**config.mk**
```make
export PLATFORM = sky130hd
export DESIGN_NAME = bcc_charger_ctrl
export DESIGN_NICKNAME = d
export VERILOG_FILES = /design/src/rtl/bcc_pkg.sv /design/src/rtl/bcc_charger_ctrl.sv /design/src/rtl/bcc_recovery_timer.sv
export SDC_FILE = /design/constraint.sdc
export NUM_CORES = 1
export LEC_CHECK = 0
export ABC_AREA = 1
export BUFFER_PORTS_ARGS = -buffer_cell sky130_fd_sc_hd__buf_2
export CAP_MARGIN = 40
export CORE_MARGIN = 4
export CORE_UTILIZATION = 57
export CTS_BUF_LIST = sky130_fd_sc_hd__clkbuf_8
export DETAILED_ROUTE_END_ITERATION = 12
export GPL_TIMING_DRIVEN = 0
export PLACE_DENSITY = 0.83
export SLEW_MARGIN = 40
export SYNTH_ARGS = -nofsm -noshare
export SYNTH_HDL_FRONTEND = slang
export SYNTH_HIERARCHICAL = 1
export SYNTH_SLANG_ARGS = --single-unit
```
**constraint.sdc**
```tcl
create_clock -name i_clk -period 1.8 [get_ports i_clk]
set_input_delay 0.18 -clock i_clk [delete_from_list [all_inputs] [get_ports i_clk]]
set_output_delay 0.18 -clock i_clk [all_outputs]
set_load 0.05 [all_outputs]
```
**src/rtl/bcc_pkg.sv**
```systemverilog
// Purpose: Constants for the battery charger control register block
// Assumes: 25 MHz system clock, 16-bit register port
// Notes: Mask defaults are module parameters; these are layout, fixed resets, current mapping, timing and states
package bcc_pkg;

  // Register map
  localparam logic [7:0] BCC_CTRL1_OFFSET = 8'ha8;
  localparam int BCC_DATA_W = 16;

  // Field positions in charger_control_one
  localparam int BCC_REQ_BIT = 15;
  localparam int BCC_EOC_MSB = 12;
  localparam int BCC_EOC_LSB = 10;
  localparam int BCC_TCHOKE_BIT = 9;
  localparam int BCC_UCHOKE_BIT = 8;
  localparam int BCC_RECOV_BIT = 7;
  localparam int BCC_ENDACT_BIT = 6;
  localparam int BCC_FAST_BIT = 5;
  localparam int BCC_THROT_BIT = 4;
  localparam int BCC_NTC_BIT = 3;
  localparam int BCC_HOT_BIT = 2;
  localparam int BCC_COLD_BIT = 1;
  localparam int BCC_DIE_BIT = 0;

  // Fixed reset values of non-mask fields
  localparam logic [2:0] BCC_EOC_RESET = 3'h0;
  localparam logic BCC_BIT_RESET = 1'b0;

  // Termination current code mapping, in mA
  localparam logic [6:0] BCC_EOC_BASE_MA = 7'h14;
  localparam logic [6:0] BCC_EOC_STEP_MA = 7'h0a;

  // Choke recovery time constants
  localparam int BCC_CLK_HZ = 25_000_000;
  localparam int BCC_TC_SHORT_US = 180;
  localparam int BCC_TC_LONG_MS = 20;
  localparam int BCC_TC_SHORT_CYC = BCC_TC_SHORT_US * (BCC_CLK_HZ / 1_000_000);
  localparam int BCC_TC_LONG_CYC = BCC_TC_LONG_MS * (BCC_CLK_HZ / 1_000) + 1;
  localparam int BCC_TC_W = 20;

  // Charger sequencing states
  typedef enum logic [1:0] {
    BCC_OFF,
    BCC_TRICKLE,
    BCC_FAST,
    BCC_ENDED
  } bcc_state_e;

endpackage

```
**src/rtl/bcc_charger_ctrl.sv**
```systemverilog
// Purpose: Charger control register one and the charge sequencing it steers
// Assumes: Register port and status inputs synchronous to i_clk
// Notes: Mask-programmed defaults are parameters of this module
//
// What this block does
// - Request bit 15 zeroes current when clear, enables charge control when set.
// - Key-protected fields write only when unlocked; marked fields reset by power sequencer.
// - Bits 12:10 select termination current, 20mA plus 10mA per code step.
// - Bit 9 enables thermal choking during trickle charge; reset value zero.
// - Bit 8 enables USB supply choking during trickle charge.
// - Bit 7 picks choke recovery time constant: 180us clear, over 20ms set.
// - Bit 6 clear zeroes current at end of fast charge; set keeps fast charging until timeout.
// - Bit 5 permits fast charge, starting only once valid conditions hold.
// - Fast enable held zero, writes ignored, until fast-ready has gone high.
// - Bit 4 enables USB supply throttling while fast charging.
// - Bit 3, default one, makes charger act on missing thermistor.
// - Bit 2, default one, makes charger monitor battery too hot.
// - Bit 1, default one, makes charger monitor battery too cold.
// - Bit 0, default one, makes charger monitor die temperature.
// - Request, fast enable and monitor defaults come from mask constants.
// - Request only asks; conditions decide, active status reported separately.
`timescale 1ns/1ps
module bcc_charger_ctrl
  import bcc_pkg::*;
#(
  parameter logic MASK_REQ = 1'b1, // Mask default, arbitrary metal option
  parameter logic MASK_FAST = 1'b0, // Mask default of fast enable
  parameter logic [3:0] MASK_MON = 4'hf, // Mask defaults of monitor enables
  parameter int SHORT_CYC = BCC_TC_SHORT_CYC,
  parameter int LONG_CYC = BCC_TC_LONG_CYC
) (
  input wire logic i_clk, // 25 MHz system clock
  input wire logic i_rstn, // Async reset, active low
  input wire logic [7:0] i_reg_addr, // Register address
  input wire logic i_reg_wr, // Write strobe, one cycle
  input wire logic i_reg_rd, // Read strobe, one cycle
  input wire logic [15:0] i_reg_wdata, // Write data
  output logic [15:0] o_reg_rdata, // Read data, held until next read
  output logic o_reg_rvalid, // Read data valid pulse
  input wire logic i_key_unlocked, // Security key open
  input wire logic i_psm_reset, // Power sequencer field reset pulse
  input wire logic i_fast_ready, // Fast charge ready indication
  input wire logic i_cond_ok, // Supply and battery allow charging
  input wire logic i_fast_cond, // Conditions valid for fast charge
  input wire logic i_thermistor_missing, // No thermistor detected
  input wire logic i_batt_hot, // Battery too hot
  input wire logic i_batt_cold, // Battery too cold
  input wire logic i_die_hot, // Die temperature too high
  input wire logic i_temp_high, // Temperature choke demand
  input wire logic i_usb_limit, // USB supply at its current limit
  input wire logic i_eoc_reached, // Current fell to termination level
  input wire logic i_timeout, // Charge timeout expired
  output logic o_charging_active_status, // Charging actually runs
  output logic o_current_en, // Charger current allowed
  output logic o_trickle_mode, // In trickle charge
  output logic o_fast_mode, // In fast charge
  output logic [6:0] o_term_current_ma, // Termination current in mA
  output logic o_thermal_choke, // Apply thermal choking
  output logic o_usb_choke, // Apply USB supply choking
  output logic o_usb_throttle, // Apply USB supply throttling
  output logic o_choke_recovering // Current stepping up after choke
);

  // Register fields
  logic charge_request_q, charge_request_d;
  logic [2:0] termination_current_select_q, termination_current_select_d;
  logic trickle_thermal_choke_en_q, trickle_thermal_choke_en_d;
  logic trickle_usbsupply_choke_en_q, trickle_usbsupply_choke_en_d;
  logic choke_recovery_tc_select_q, choke_recovery_tc_select_d;
  logic end_of_charge_action_q, end_of_charge_action_d;
  logic fast_charge_en_q, fast_charge_en_d;
  logic fast_usbsupply_throttle_en_q, fast_usbsupply_throttle_en_d;
  logic thermistor_monitor_en_q, thermistor_monitor_en_d;
  logic battery_hot_monitor_en_q, battery_hot_monitor_en_d;
  logic battery_cold_monitor_en_q, battery_cold_monitor_en_d;
  logic die_temp_monitor_en_q, die_temp_monitor_en_d;
  logic fast_ready_seen_q, fast_ready_seen_d;

  logic hit, wr_hit, wr_prot;

  // Termination current from code: base plus code steps
  function automatic logic [6:0] eoc_ma(input logic [2:0] code);
    logic [6:0] steps;
    steps = 7'(code) * BCC_EOC_STEP_MA;
    eoc_ma = BCC_EOC_BASE_MA + steps;
  endfunction

  // Any enabled monitor reporting a fault
  function automatic logic fault(input logic [3:0] en, input logic [3:0] cond);
    fault = |(en & cond);
  endfunction

  // Register image for reads
  function automatic logic [15:0] image(
    input logic req, input logic [2:0] eoc, input logic [9:0] low);
    image = {req, 2'b00, eoc, low};
  endfunction

  assign hit = (i_reg_addr == BCC_CTRL1_OFFSET);
  assign wr_hit = i_reg_wr && hit;
  assign wr_prot = wr_hit && i_key_unlocked;

  // Next field values: write, then power sequencer reset
  always_comb begin
    charge_request_d = charge_request_q;
    termination_current_select_d = termination_current_select_q;
    trickle_thermal_choke_en_d = trickle_thermal_choke_en_q;
    trickle_usbsupply_choke_en_d = trickle_usbsupply_choke_en_q;
    choke_recovery_tc_select_d = choke_recovery_tc_select_q;
    end_of_charge_action_d = end_of_charge_action_q;
    fast_charge_en_d = fast_charge_en_q;
    fast_usbsupply_throttle_en_d = fast_usbsupply_throttle_en_q;
    thermistor_monitor_en_d = thermistor_monitor_en_q;
    battery_hot_monitor_en_d = battery_hot_monitor_en_q;
    battery_cold_monitor_en_d = battery_cold_monitor_en_q;
    die_temp_monitor_en_d = die_temp_monitor_en_q;
    fast_ready_seen_d = fast_ready_seen_q | i_fast_ready;
    if (wr_prot) begin
      charge_request_d = i_reg_wdata[BCC_REQ_BIT];
      termination_current_select_d = i_reg_wdata[BCC_EOC_MSB:BCC_EOC_LSB];
      trickle_thermal_choke_en_d = i_reg_wdata[BCC_TCHOKE_BIT];
      trickle_usbsupply_choke_en_d = i_reg_wdata[BCC_UCHOKE_BIT];
      choke_recovery_tc_select_d = i_reg_wdata[BCC_RECOV_BIT];
      end_of_charge_action_d = i_reg_wdata[BCC_ENDACT_BIT];
      fast_usbsupply_throttle_en_d = i_reg_wdata[BCC_THROT_BIT];
      die_temp_monitor_en_d = i_reg_wdata[BCC_DIE_BIT];
      if (fast_ready_seen_q) begin
        fast_charge_en_d = i_reg_wdata[BCC_FAST_BIT];
      end
    end
    // Thermistor and battery temperature monitors carry no key protection
    if (wr_hit) begin
      thermistor_monitor_en_d = i_reg_wdata[BCC_NTC_BIT];
      battery_hot_monitor_en_d = i_reg_wdata[BCC_HOT_BIT];
      battery_cold_monitor_en_d = i_reg_wdata[BCC_COLD_BIT];
    end
    // Sequencer reset returns its marked fields to defaults
    if (i_psm_reset) begin
      charge_request_d = MASK_REQ;
      trickle_thermal_choke_en_d = BCC_BIT_RESET;
      trickle_usbsupply_choke_en_d = BCC_BIT_RESET;
      choke_recovery_tc_select_d = BCC_BIT_RESET;
      end_of_charge_action_d = BCC_BIT_RESET;
      fast_charge_en_d = MASK_FAST;
      fast_usbsupply_throttle_en_d = BCC_BIT_RESET;
    end
    // Held low until fast-ready has been seen, whatever else happened
    if (!fast_ready_seen_q) begin
      fast_charge_en_d = 1'b0;
      if (i_fast_ready) begin
        fast_charge_en_d = MASK_FAST;
      end
    end
  end

  // Field registers
  always_ff @(posedge i_clk or negedge i_rstn) begin
    if (!i_rstn) begin
      charge_request_q <= MASK_REQ;
      termination_current_select_q <= BCC_EOC_RESET;
      trickle_thermal_choke_en_q <= BCC_BIT_RESET;
      trickle_usbsupply_choke_en_q <= BCC_BIT_RESET;
      choke_recovery_tc_select_q <= BCC_BIT_RESET;
      end_of_charge_action_q <= BCC_BIT_RESET;
      fast_charge_en_q <= 1'b0;
      fast_usbsupply_throttle_en_q <= BCC_BIT_RESET;
      thermistor_monitor_en_q <= MASK_MON[BCC_NTC_BIT];
      battery_hot_monitor_en_q <= MASK_MON[BCC_HOT_BIT];
      battery_cold_monitor_en_q <= MASK_MON[BCC_COLD_BIT];
      die_temp_monitor_en_q <= MASK_MON[BCC_DIE_BIT];
      fast_ready_seen_q <= 1'b0;
    end else begin
      charge_request_q <= charge_request_d;
      termination_current_select_q <= termination_current_select_d;
      trickle_thermal_choke_en_q <= trickle_thermal_choke_en_d;
      trickle_usbsupply_choke_en_q <= trickle_usbsupply_choke_en_d;
      choke_recovery_tc_select_q <= choke_recovery_tc_select_d;
      end_of_charge_action_q <= end_of_charge_action_d;
      fast_charge_en_q <= fast_charge_en_d;
      fast_usbsupply_throttle_en_q <= fast_usbsupply_throttle_en_d;
      thermistor_monitor_en_q <= thermistor_monitor_en_d;
      battery_hot_monitor_en_q <= battery_hot_monitor_en_d;
      battery_cold_monitor_en_q <= battery_cold_monitor_en_d;
      die_temp_monitor_en_q <= die_temp_monitor_en_d;
      fast_ready_seen_q <= fast_ready_seen_d;
    end
  end

  // Read port: captured on the strobe, so data stands until the next read
  logic [15:0] rdata_q, rdata_d;
  logic rvalid_q, rvalid_d;

  always_comb begin
    rdata_d = rdata_q;
    rvalid_d = i_reg_rd;
    if (i_reg_rd) begin
      rdata_d = '0; // Unmapped address reads zero
      if (hit) begin
        rdata_d = image(charge_request_q, termination_current_select_q,
          {trickle_thermal_choke_en_q, trickle_usbsupply_choke_en_q,
           choke_recovery_tc_select_q, end_of_charge_action_q,
           fast_charge_en_q, fast_usbsupply_throttle_en_q,
           thermistor_monitor_en_q, battery_hot_monitor_en_q,
           battery_cold_monitor_en_q, die_temp_monitor_en_q});
      end
    end
  end

  always_ff @(posedge i_clk or negedge i_rstn) begin
    if (!i_rstn) begin
      rdata_q <= '0;
      rvalid_q <= 1'b0;
    end else begin
      rdata_q <= rdata_d;
      rvalid_q <= rvalid_d;
    end
  end

  // Charge sequencing: the request only asks, conditions decide
  bcc_state_e state_q, state_d;
  logic any_fault, may_run;

  assign any_fault = fault(
    {thermistor_monitor_en_q, battery_hot_monitor_en_q,
     battery_cold_monitor_en_q, die_temp_monitor_en_q},
    {i_thermistor_missing, i_batt_hot, i_batt_cold, i_die_hot});
  assign may_run = charge_request_q && i_cond_ok && !any_fault;

  always_comb begin
    state_d = state_q;
    case (state_q)
      BCC_OFF: begin
        if (may_run) begin
          state_d = BCC_TRICKLE;
        end
      end
      BCC_TRICKLE: begin
        if (!may_run) begin
          state_d = BCC_OFF;
        end else if (fast_charge_en_q && i_fast_cond) begin
          state_d = BCC_FAST;
        end
      end
      BCC_FAST: begin
        if (!may_run) begin
          state_d = BCC_OFF;
        end else if (!fast_charge_en_q || !i_fast_cond) begin
          state_d = BCC_TRICKLE;
        end else if (i_timeout) begin
          state_d = BCC_ENDED;
        end else if (i_eoc_reached && !end_of_charge_action_q) begin
          state_d = BCC_ENDED;
        end
      end
      BCC_ENDED: begin
        // Stays ended until the request drops or conditions fail
        if (!may_run) begin
          state_d = BCC_OFF;
        end
      end
      default: begin
        state_d = BCC_OFF;
      end
    endcase
  end

  always_ff @(posedge i_clk or negedge i_rstn) begin
    if (!i_rstn) begin
      state_q <= BCC_OFF;
    end else begin
      state_q <= state_d;
    end
  end

  // Registered outputs, each one cycle after its cause
  logic act_d, trk_d, fst_d;
  logic tchk_d, uchk_d, thr_d;
  logic act_q, trk_q, fst_q, tchk_q, uchk_q, thr_q;
  logic [6:0] term_q;
  logic recovering;

  always_comb begin
    trk_d = (state_d == BCC_TRICKLE);
    fst_d = (state_d == BCC_FAST);
    act_d = trk_d || fst_d;
    tchk_d = trk_d && trickle_thermal_choke_en_q && i_temp_high;
    uchk_d = trk_d && trickle_usbsupply_choke_en_q && i_usb_limit;
    thr_d = fst_d && fast_usbsupply_throttle_en_q && i_usb_limit;
  end

  always_ff @(posedge i_clk or negedge i_rstn) begin
    if (!i_rstn) begin
      act_q <= 1'b0;
      trk_q <= 1'b0;
      fst_q <= 1'b0;
      tchk_q <= 1'b0;
      uchk_q <= 1'b0;
      thr_q <= 1'b0;
      term_q <= BCC_EOC_BASE_MA;
    end else begin
      act_q <= act_d;
      trk_q <= trk_d;
      fst_q <= fst_d;
      tchk_q <= tchk_d;
      uchk_q <= uchk_d;
      thr_q <= thr_d;
      term_q <= eoc_ma(termination_current_select_q);
    end
  end

  // Step-up recovery after any choke or throttle lets go
  bcc_recovery_timer #(
    .SHORT_CYC(SHORT_CYC),
    .LONG_CYC(LONG_CYC)
  ) u_recovery (
    .i_clk(i_clk),
    .i_rstn(i_rstn),
    .i_choke(tchk_q || uchk_q || thr_q),
    .i_long_sel(choke_recovery_tc_select_q),
    .o_recovering(recovering)
  );

  assign o_reg_rdata = rdata_q;
  assign o_reg_rvalid = rvalid_q;
  assign o_charging_active_status = act_q;
  assign o_current_en = act_q; // Zero current unless actively charging
  assign o_trickle_mode = trk_q;
  assign o_fast_mode = fst_q;
  assign o_term_current_ma = term_q;
  assign o_thermal_choke = tchk_q;
  assign o_usb_choke = uchk_q;
  assign o_usb_throttle = thr_q;
  assign o_choke_recovering = recovering;

endmodule

```
**src/rtl/bcc_recovery_timer.sv**
```systemverilog
// Purpose: Step-up recovery timer after a charger choke is released
// Assumes: Choke level synchronous to i_clk
// Notes: Restarts whenever a choke reasserts during recovery
`timescale 1ns/1ps
module bcc_recovery_timer
  import bcc_pkg::*;
#(
  parameter int SHORT_CYC = BCC_TC_SHORT_CYC,
  parameter int LONG_CYC = BCC_TC_LONG_CYC
) (
  input wire logic i_clk, // System clock
  input wire logic i_rstn, // Async reset, active low
  input wire logic i_choke, // Any choke currently applied
  input wire logic i_long_sel, // Select the long time constant
  output logic o_recovering // Current is stepping back up
);

  logic [BCC_TC_W-1:0] cnt_q, cnt_d;
  logic rec_q, rec_d;
  logic choke_q;

  // Load while a choke is held, count down to full current after release
  always_comb begin
    cnt_d = cnt_q;
    rec_d = rec_q;
    if (i_choke) begin
      rec_d = 1'b0;
      cnt_d = i_long_sel ? BCC_TC_W'(LONG_CYC - 1) : BCC_TC_W'(SHORT_CYC - 1);
    end else if (rec_q) begin
      if (cnt_q == '0) begin
        rec_d = 1'b0;
      end else begin
        cnt_d = cnt_q - 1'b1;
      end
    end
    // Release edge: choke was held last cycle, start the step-up
    if (!i_choke && choke_q) begin
      rec_d = 1'b1;
    end
  end

  always_ff @(posedge i_clk or negedge i_rstn) begin
    if (!i_rstn) begin
      cnt_q <= '0;
      rec_q <= 1'b0;
      choke_q <= 1'b0;
    end else begin
      cnt_q <= cnt_d;
      rec_q <= rec_d;
      choke_q <= i_choke;
    end
  end

  assign o_recovering = rec_q;

endmodule

```
==> metrics, run 1 <==
first-pass GRT wire length=13800 µm; RSZ-0062 raised after global routing=no; synthesized area=3540 µm²; # DRC=0; via density per instance=5.23; CTS buffer count=9; Initial Utilization=between 50% and 60%; compound-gate portion of the synthesized area=between 7 and 8%; Post-layout nets=565; fraction of layout cells with a size suffix above 1=26.4%; placed instance count=just under 600; synth warn=6; Clk Tree Root Cell=clkbuf_8; Distinct cells, synth=38; Req. time, crit path=2.02 ns; Yosys top cell area share=41.7%; fillers=468; Critical Path End=u_recovery/cnt_q[12]; Clock Path Buffers=2; R2R Path End=u_recovery/cnt_q[12]; worst reg2reg startpoint=o_usb_choke; H-tree Lvls=3; Arr. time, crit path=1.87 ns; Finished Cell Area=4230 µm²; Max-Cap Viols=0; top post-synthesis cells by area=dfrtp_1, nand2_1, inv_1, dfstp_2, nor2_1; Pwr per Cell Area=726 nW/µm²; Simple-Gate Fraction of Synth Area=32.1%; die extent in y=~87 µm; Worst Setup SP=o_usb_choke; Power Total=3070 µW; Buffers on Ports=66; VDD IR max=0.000586 V; CTS tree=built; All-Layer GR Usage=23.4%; gp weighted congestion=approximately 0.94; worst skew pair latency=about 0.34 ns; die width=between 80 and 90 µm; Max Fclk=slightly above 600 MHz; Reg2Reg Setup Slack=roughly 0.15 ns; xor and xnor fraction of the mapped netlist area=1.98%; Hold Crit Class=primary input to flop; via count=3125; Max Slew Vio Count=0; Area after DPL=4010 µm²; GRT overflow=0; first drt pass iteration count=5; path depth of the worst reg2reg path=6; CP max FO=10; non-filler cells, final=598; Synth Register Bits=66; drt initial violations=309; worst hold path stage count=2; sequential share of the synthesized area=46.9%; Post-synth ARST share=between 90% and 100%; Leak=0.00242 µW; post-synthesis adder-cell area fraction=2.12%; part of the cycle the worst path needs=91.9%; largest family of logic cells by synthesized area=simple AND/OR/NAND/NOR gates; largest net degree at the start of global routing=46; status=finished clean; drt wl/cell=13.4 µm; ANT nets after route=0; Detailed Place HPWL=6020 µm; full die area=7540 µm²; EDFF count, synth=0; syn avg cell area=8.12 µm²; post-synthesis mux area share=0%; Fin Clk Skew=0.0111 ns; initial antenna violation count=0; Post-synth top flop=dfrtp_1; core footprint=about 6000 µm²; setup violators final=0; # diodes=0; num ports=between 70 and 80; Synth Instances=436; fin util=70.7%; Total Neg Setup Slack=0 ns; Final Hold Fails=0; DRT Wirelength=around 8000 µm; crit path time final=1.65 ns; Clock transition at path regs=0.07 ns; area delta synth->final=19.5%; Critical Path Sink Type=flop; Row Count=28; vias in the first global route=3093; # clock sinks=66; Startpoint Class=flop; area leader, netlist=dfrtp_1; type of the worst setup path=flop to flop
## routing by layer
metal / routed length [µm] / track usage [%] / part of all wire [%] / up-vias
li1: - / - / - / 1535
met4: 138 / 9.63 / 1.7 / 0
met5: 0 / 0 / 0 / -
met2: 3950 / 38.3 / 49 / 120
met1: 3340 / 29.9 / 42 / 1456
met3: 607 / 5.32 / 7.6 / 14
## worst max-delay path: stages (launching register included)
cell	delay, ns
dfrtp_1	0.38
or3_4	0.45
inv_2	0.15
clkbuf_2	0.26
nand3_1	0.12
nand3_1	0.10
nand2_1	0.06
## flip-flops by register name, indices dropped and copies added (netlist names), 2 cells and up
signal,cells
termination_current_select_q,3
o_reg_rdata,14
o_term_current_ma,6
u_recovery/cnt_q,20
state_q,2
## how the worst min path moves through the flow
stage | start | to
final | i_fast_ready | fast_ready_seen_q
after global placement | i_reg_rd | o_reg_rvalid
after floorplan | i_rstn | choke_recovery_tc_select_q
after global routing | i_fast_ready | fast_ready_seen_q
after CTS | i_fast_ready | fast_ready_seen_q
after detailed placement | i_rstn | o_term_current_ma[6]
## cell type report
| type | instances | area, µm² | area share (%) |
|---|---|---|---|
| plain buffers | 13 | 106 | 2.51 |
| clock buffers | 9 | 124 | 2.93 |
| clock inverters | 7 | 71.3 | 1.68 |
| inverters | 59 | 224 | 5.29 |
| multi-input cells | 300 | 1570 | 37.2 |
| flip-flops and latches | 66 | 1660 | 39.2 |
| well taps | 75 | 93.8 | 2.22 |
| repair buffers | 69 | 380 | 8.99 |
## kinds of logic after synthesis
| logic type | after synthesis |
|---|---|
| other cells | 1 |
| simple gates | 246 |
| buf+inv | 72 |
| flops | 66 |
| fa+ha+maj | 6 |
| xor+xnor | 8 |
| compound gates | 37 |
## cell usage after synthesis, drive strengths merged (4+ instances only)
master / n
nand4: 16
xnor2: 4
a21oi: 4
dfrtp: 59
nand3: 28
buf: 11
inv: 59
dfstp: 7
xor2: 4
nand2: 151
ha: 6
nor2: 43
o21ai: 18
o22ai: 14
## cells in the final DEF (no fill, tap or decap), types with 4 or more instances in the layout
cell	netlist	routed
a21oi_1	4	4
buf_2	3	68
buf_4	4	5
clkbuf_8	0	9
dfrtp_1	59	59
dfstp_2	7	7
ha_1	6	5
inv_1	56	56
nand2_1	146	146
nand3_1	26	26
nand4_1	14	14
nor2_1	35	35
nor2_4	4	5
o21ai_0	8	8
o21ai_1	10	10
o22ai_1	4	4
o22ai_2	10	10
xnor2_1	4	4
xor2_1	4	4
## power breakdown
part / switching, µW / leakage [µW] / internal [µW]
clock network: 582 / 0.0000966 / 636
registers: 18.0 / 0.000885 / 1510
logic: 213 / 0.00144 / 111
total: 813 / 0.00242 / 2260
## repair_timing
item | in CTS | in global routing
setup buffers | 0 | 0
setup endpoints to repair | 1 | 6
hold endpoints to repair | 17 | 0
hold buffers | 2 | 0
resized for setup | 1 | 3
## per-stage QoR
stage / worst slack [ns] / hold WS [ns]
2_1_floorplan: 0.0183 / -0.116
3_3_place_gp: 0.0379 / 0.313
5_1_grt: 0.0110 / 0.0211
3_5_place_dp: 0.00394 / 0.110
4_1_cts: 0.0315 / 0.0152
6_report: 0.146 / 0.0301
Power figures use the tool's default switching activity.
==> run 2, diff against run 1 <==
ABC_AREA = default   (was 1)
CORE_UTILIZATION = 56   (was 57)
PLACE_DENSITY = default   (was 0.83)
PLACE_DENSITY_LB_ADDON = 0.12   (was default)
==> run 2 against run 1 <==
Effect of this change: sequential power about the same; largest power group unchanged; hold slack better by 0.0067 ns; the flow now finishes with violations (negative setup slack); largest cell class unchanged; synthesized area down 11%; critical endpoint is now u_recovery/cnt_q[5]; worst setup slack got worse by 0.49 ns.
==> metrics, run 2 <==
most common cell after layout, fill and taps aside=buf_2; H-tree Lvls=3; gp weighted congestion=0.774; core footprint=~5300 µm²; full die area=between 6000 and 7000 µm²; Final Hold Fails=0; Distinct cells, synth=around 50; drt wl/cell=around 16 µm; most common cell in the synthesized netlist=dfrtp_1; max reg flops=20; Arr. time, crit path=about 2.4 ns; top post-synthesis cells by area=dfrtp_1, dfstp_2, nand2_1, o22ai_1, mux2i_1; failing checks=negative setup slack; via density per instance=5.52; Post-layout nets=437; type of the worst setup path=flop to flop; Max Fclk=467 MHz; crit path time final=2.14 ns; Post-synth ARST share=100%; Fin Clk Skew=about 0.0096 ns; wl on met1=3050 µm; drt initial violations=126; CP max stage delay=0.54 ns; via count=2566; area leader, netlist=dfrtp_1; Synth Instances=289; VDD IR max=0.000596 V; DR WL met3=407 µm; worst skew pair latency=0.34 ns; placed instance count=around 430; Slew headroom=65.7%; CP max FO=5; EDFF count, synth=0; CP most frequent cell=buf_6; first drt pass iteration count=4; Clock Path Buffers=2; sequential share of the synthesized area=52.9%; CP cell instances=or4_4 -> or3_4 -> buf_6 -> o21ai_4 -> buf_6 -> nor2_1 -> o31a_1; most common library cells after synthesis=dfrtp_1, nand2_1, inv_1; ANT nets after route=0; Synth Register Bits=66; commonest non-fill, non-tap cells in the layout=buf_2, dfrtp_1, nand2_1; first-pass GRT wire length=12400 µm; Min Hold Slack=0.0368 ns; Top delay family on crit path=simple AND/OR/NAND/NOR gates; setup violators final=21; CTS tree=built; Top Layer Used=met4; # clock sinks=66; Max Slew Vio Count=0; status=finished, violations left; Buffers on Ports=67; Clk Tree Root Cell=clkbuf_8; Reg2Reg Setup Slack=-0.34 ns; Row Count=26; part of the cycle the worst path needs=119%; Post-synth top flop=dfrtp_1; DRT Wirelength=around 7400 µm; initial antenna violation count=0; CTS buffer count=9; RSZ-0062 raised after global routing=yes; synth warn=6; # diodes=0; largest net degree at the start of global routing=35; Hold Crit Class=primary input to flop; Pwr per Cell Area=about 770 nW/µm²; Clock transition at path regs=0.08 ns; Yosys top cell area share=approximately 47%; area delta synth->final=30.7%; vias in the first global route=between 2000 and 3000; syn avg cell area=10.9 µm²; Leak=slightly above 0.002 µW; Worst-Margin Slew=0.514 ns; Detailed Place HPWL=4840 µm; Initial Utilization=59.6%; wire length on met2=3850 µm; # DRC=0; die extent in y=about 83 µm; die width=82.9 µm; WP buf/inv=2; fraction of layout cells with a size suffix above 1=38.5%; Worst path slowest cell=or4_4; Largest Register=u_recovery/cnt_q; Max-Cap Viols=0; worst setup margin=-0.342 ns; All-Layer GR Usage=~22%; Req. time, crit path=2.03 ns; Startpoint Class=flop; non-filler cells, final=around 470; num ports=73; GRT overflow=0; Critical Path Sink Type=flop; synthesized area=3140 µm²
==> run 2: kinds of logic after synthesis <==
group / Yosys count / share of synthesized area, %
and+or+nand+nor: 104 / 18.9
muxes: 15 / 5.42
AOI/OAI and AO/OA: 46 / 10.4
other: 1 / 0.119
xor gates and xnor gates: 16 / 4.46
adders and majority gates: 6 / 2.39
DFF: 66 / 52.9
buffers and inverters: 35 / 5.38
==> run 2: worst paths after layout <==
path                                                 startpoint                    to  cells after the start
worst max-delay path                       u_recovery/cnt_q[18]   u_recovery/cnt_q[5]                      7
worst min-delay path                               i_fast_ready     fast_ready_seen_q                      2
worst max register to register             u_recovery/cnt_q[18]   u_recovery/cnt_q[5]                      7
worst min register to register  termination_current_select_q[0]  o_term_current_ma[1]                      0
max in group asynchronous                                i_rstn      charge_request_q                      3
min in group asynchronous                                i_rstn   u_recovery/cnt_q[7]                      2
==> run 2: where the power goes <==
group | internal [µW] | total [µW] | leakage, µW | switching (µW)
Combinational | 139 | 344 | 0.00105 | 205
Clock | 708 | 1270 | 0.000105 | 562
Sequential | 1510 | 1530 | 0.000880 | 17.2
Total | 2360 | 3140 | 0.00204 | 784
==> run 2: cell type report <==
cell class / count / area [µm²]
well taps: 70 / 87.6
inverters: 18 / 67.6
clock inverters: 5 / 52.6
flip-flops and latches: 66 / 1660
plain buffers: 16 / 98.8
clock buffers: 11 / 151
repair buffers: 89 / 526
fillers: 346 / 1170
multi-input cells: 190 / 1460
==> run 2: metrics by stage <==
step	setup WS [ns]	total power [µW]	TNS (ns)	utilization (%)	area, µm²
after floorplan	-0.229	1720	-2.26	-	3190
after CTS	-0.299	3140	-4.40	76.4	4030
final	-0.342	3140	-4.77	77.9	4100
after detailed placement	-0.338	1840	-4.44	69.0	3640
after global placement	-0.327	1830	-4.01	68.6	3610
after global routing	-0.388	3260	-5.77	77.9	4100
==> run 2: timing repair <==
action                                  in CTS  in global routing
resized for setup                           14                 10
setup buffers                               12                  6
endpoints found under the setup margin      21                 21
cloned                                       2                  0
hold endpoints to repair                    28                  0
pin swaps                                    7                  9
hold buffers                                 2                  0
==> run 2: per-layer routing <==
| metal | track usage, % | vias up |
|---|---|---|
| met1 | 27.0 | 1253 |
| li1 | - | 1217 |
| met2 | 38.0 | 82 |
| met3 | 5.45 | 14 |
| met5 | 0 | - |
| met4 | 8.17 | 0 |
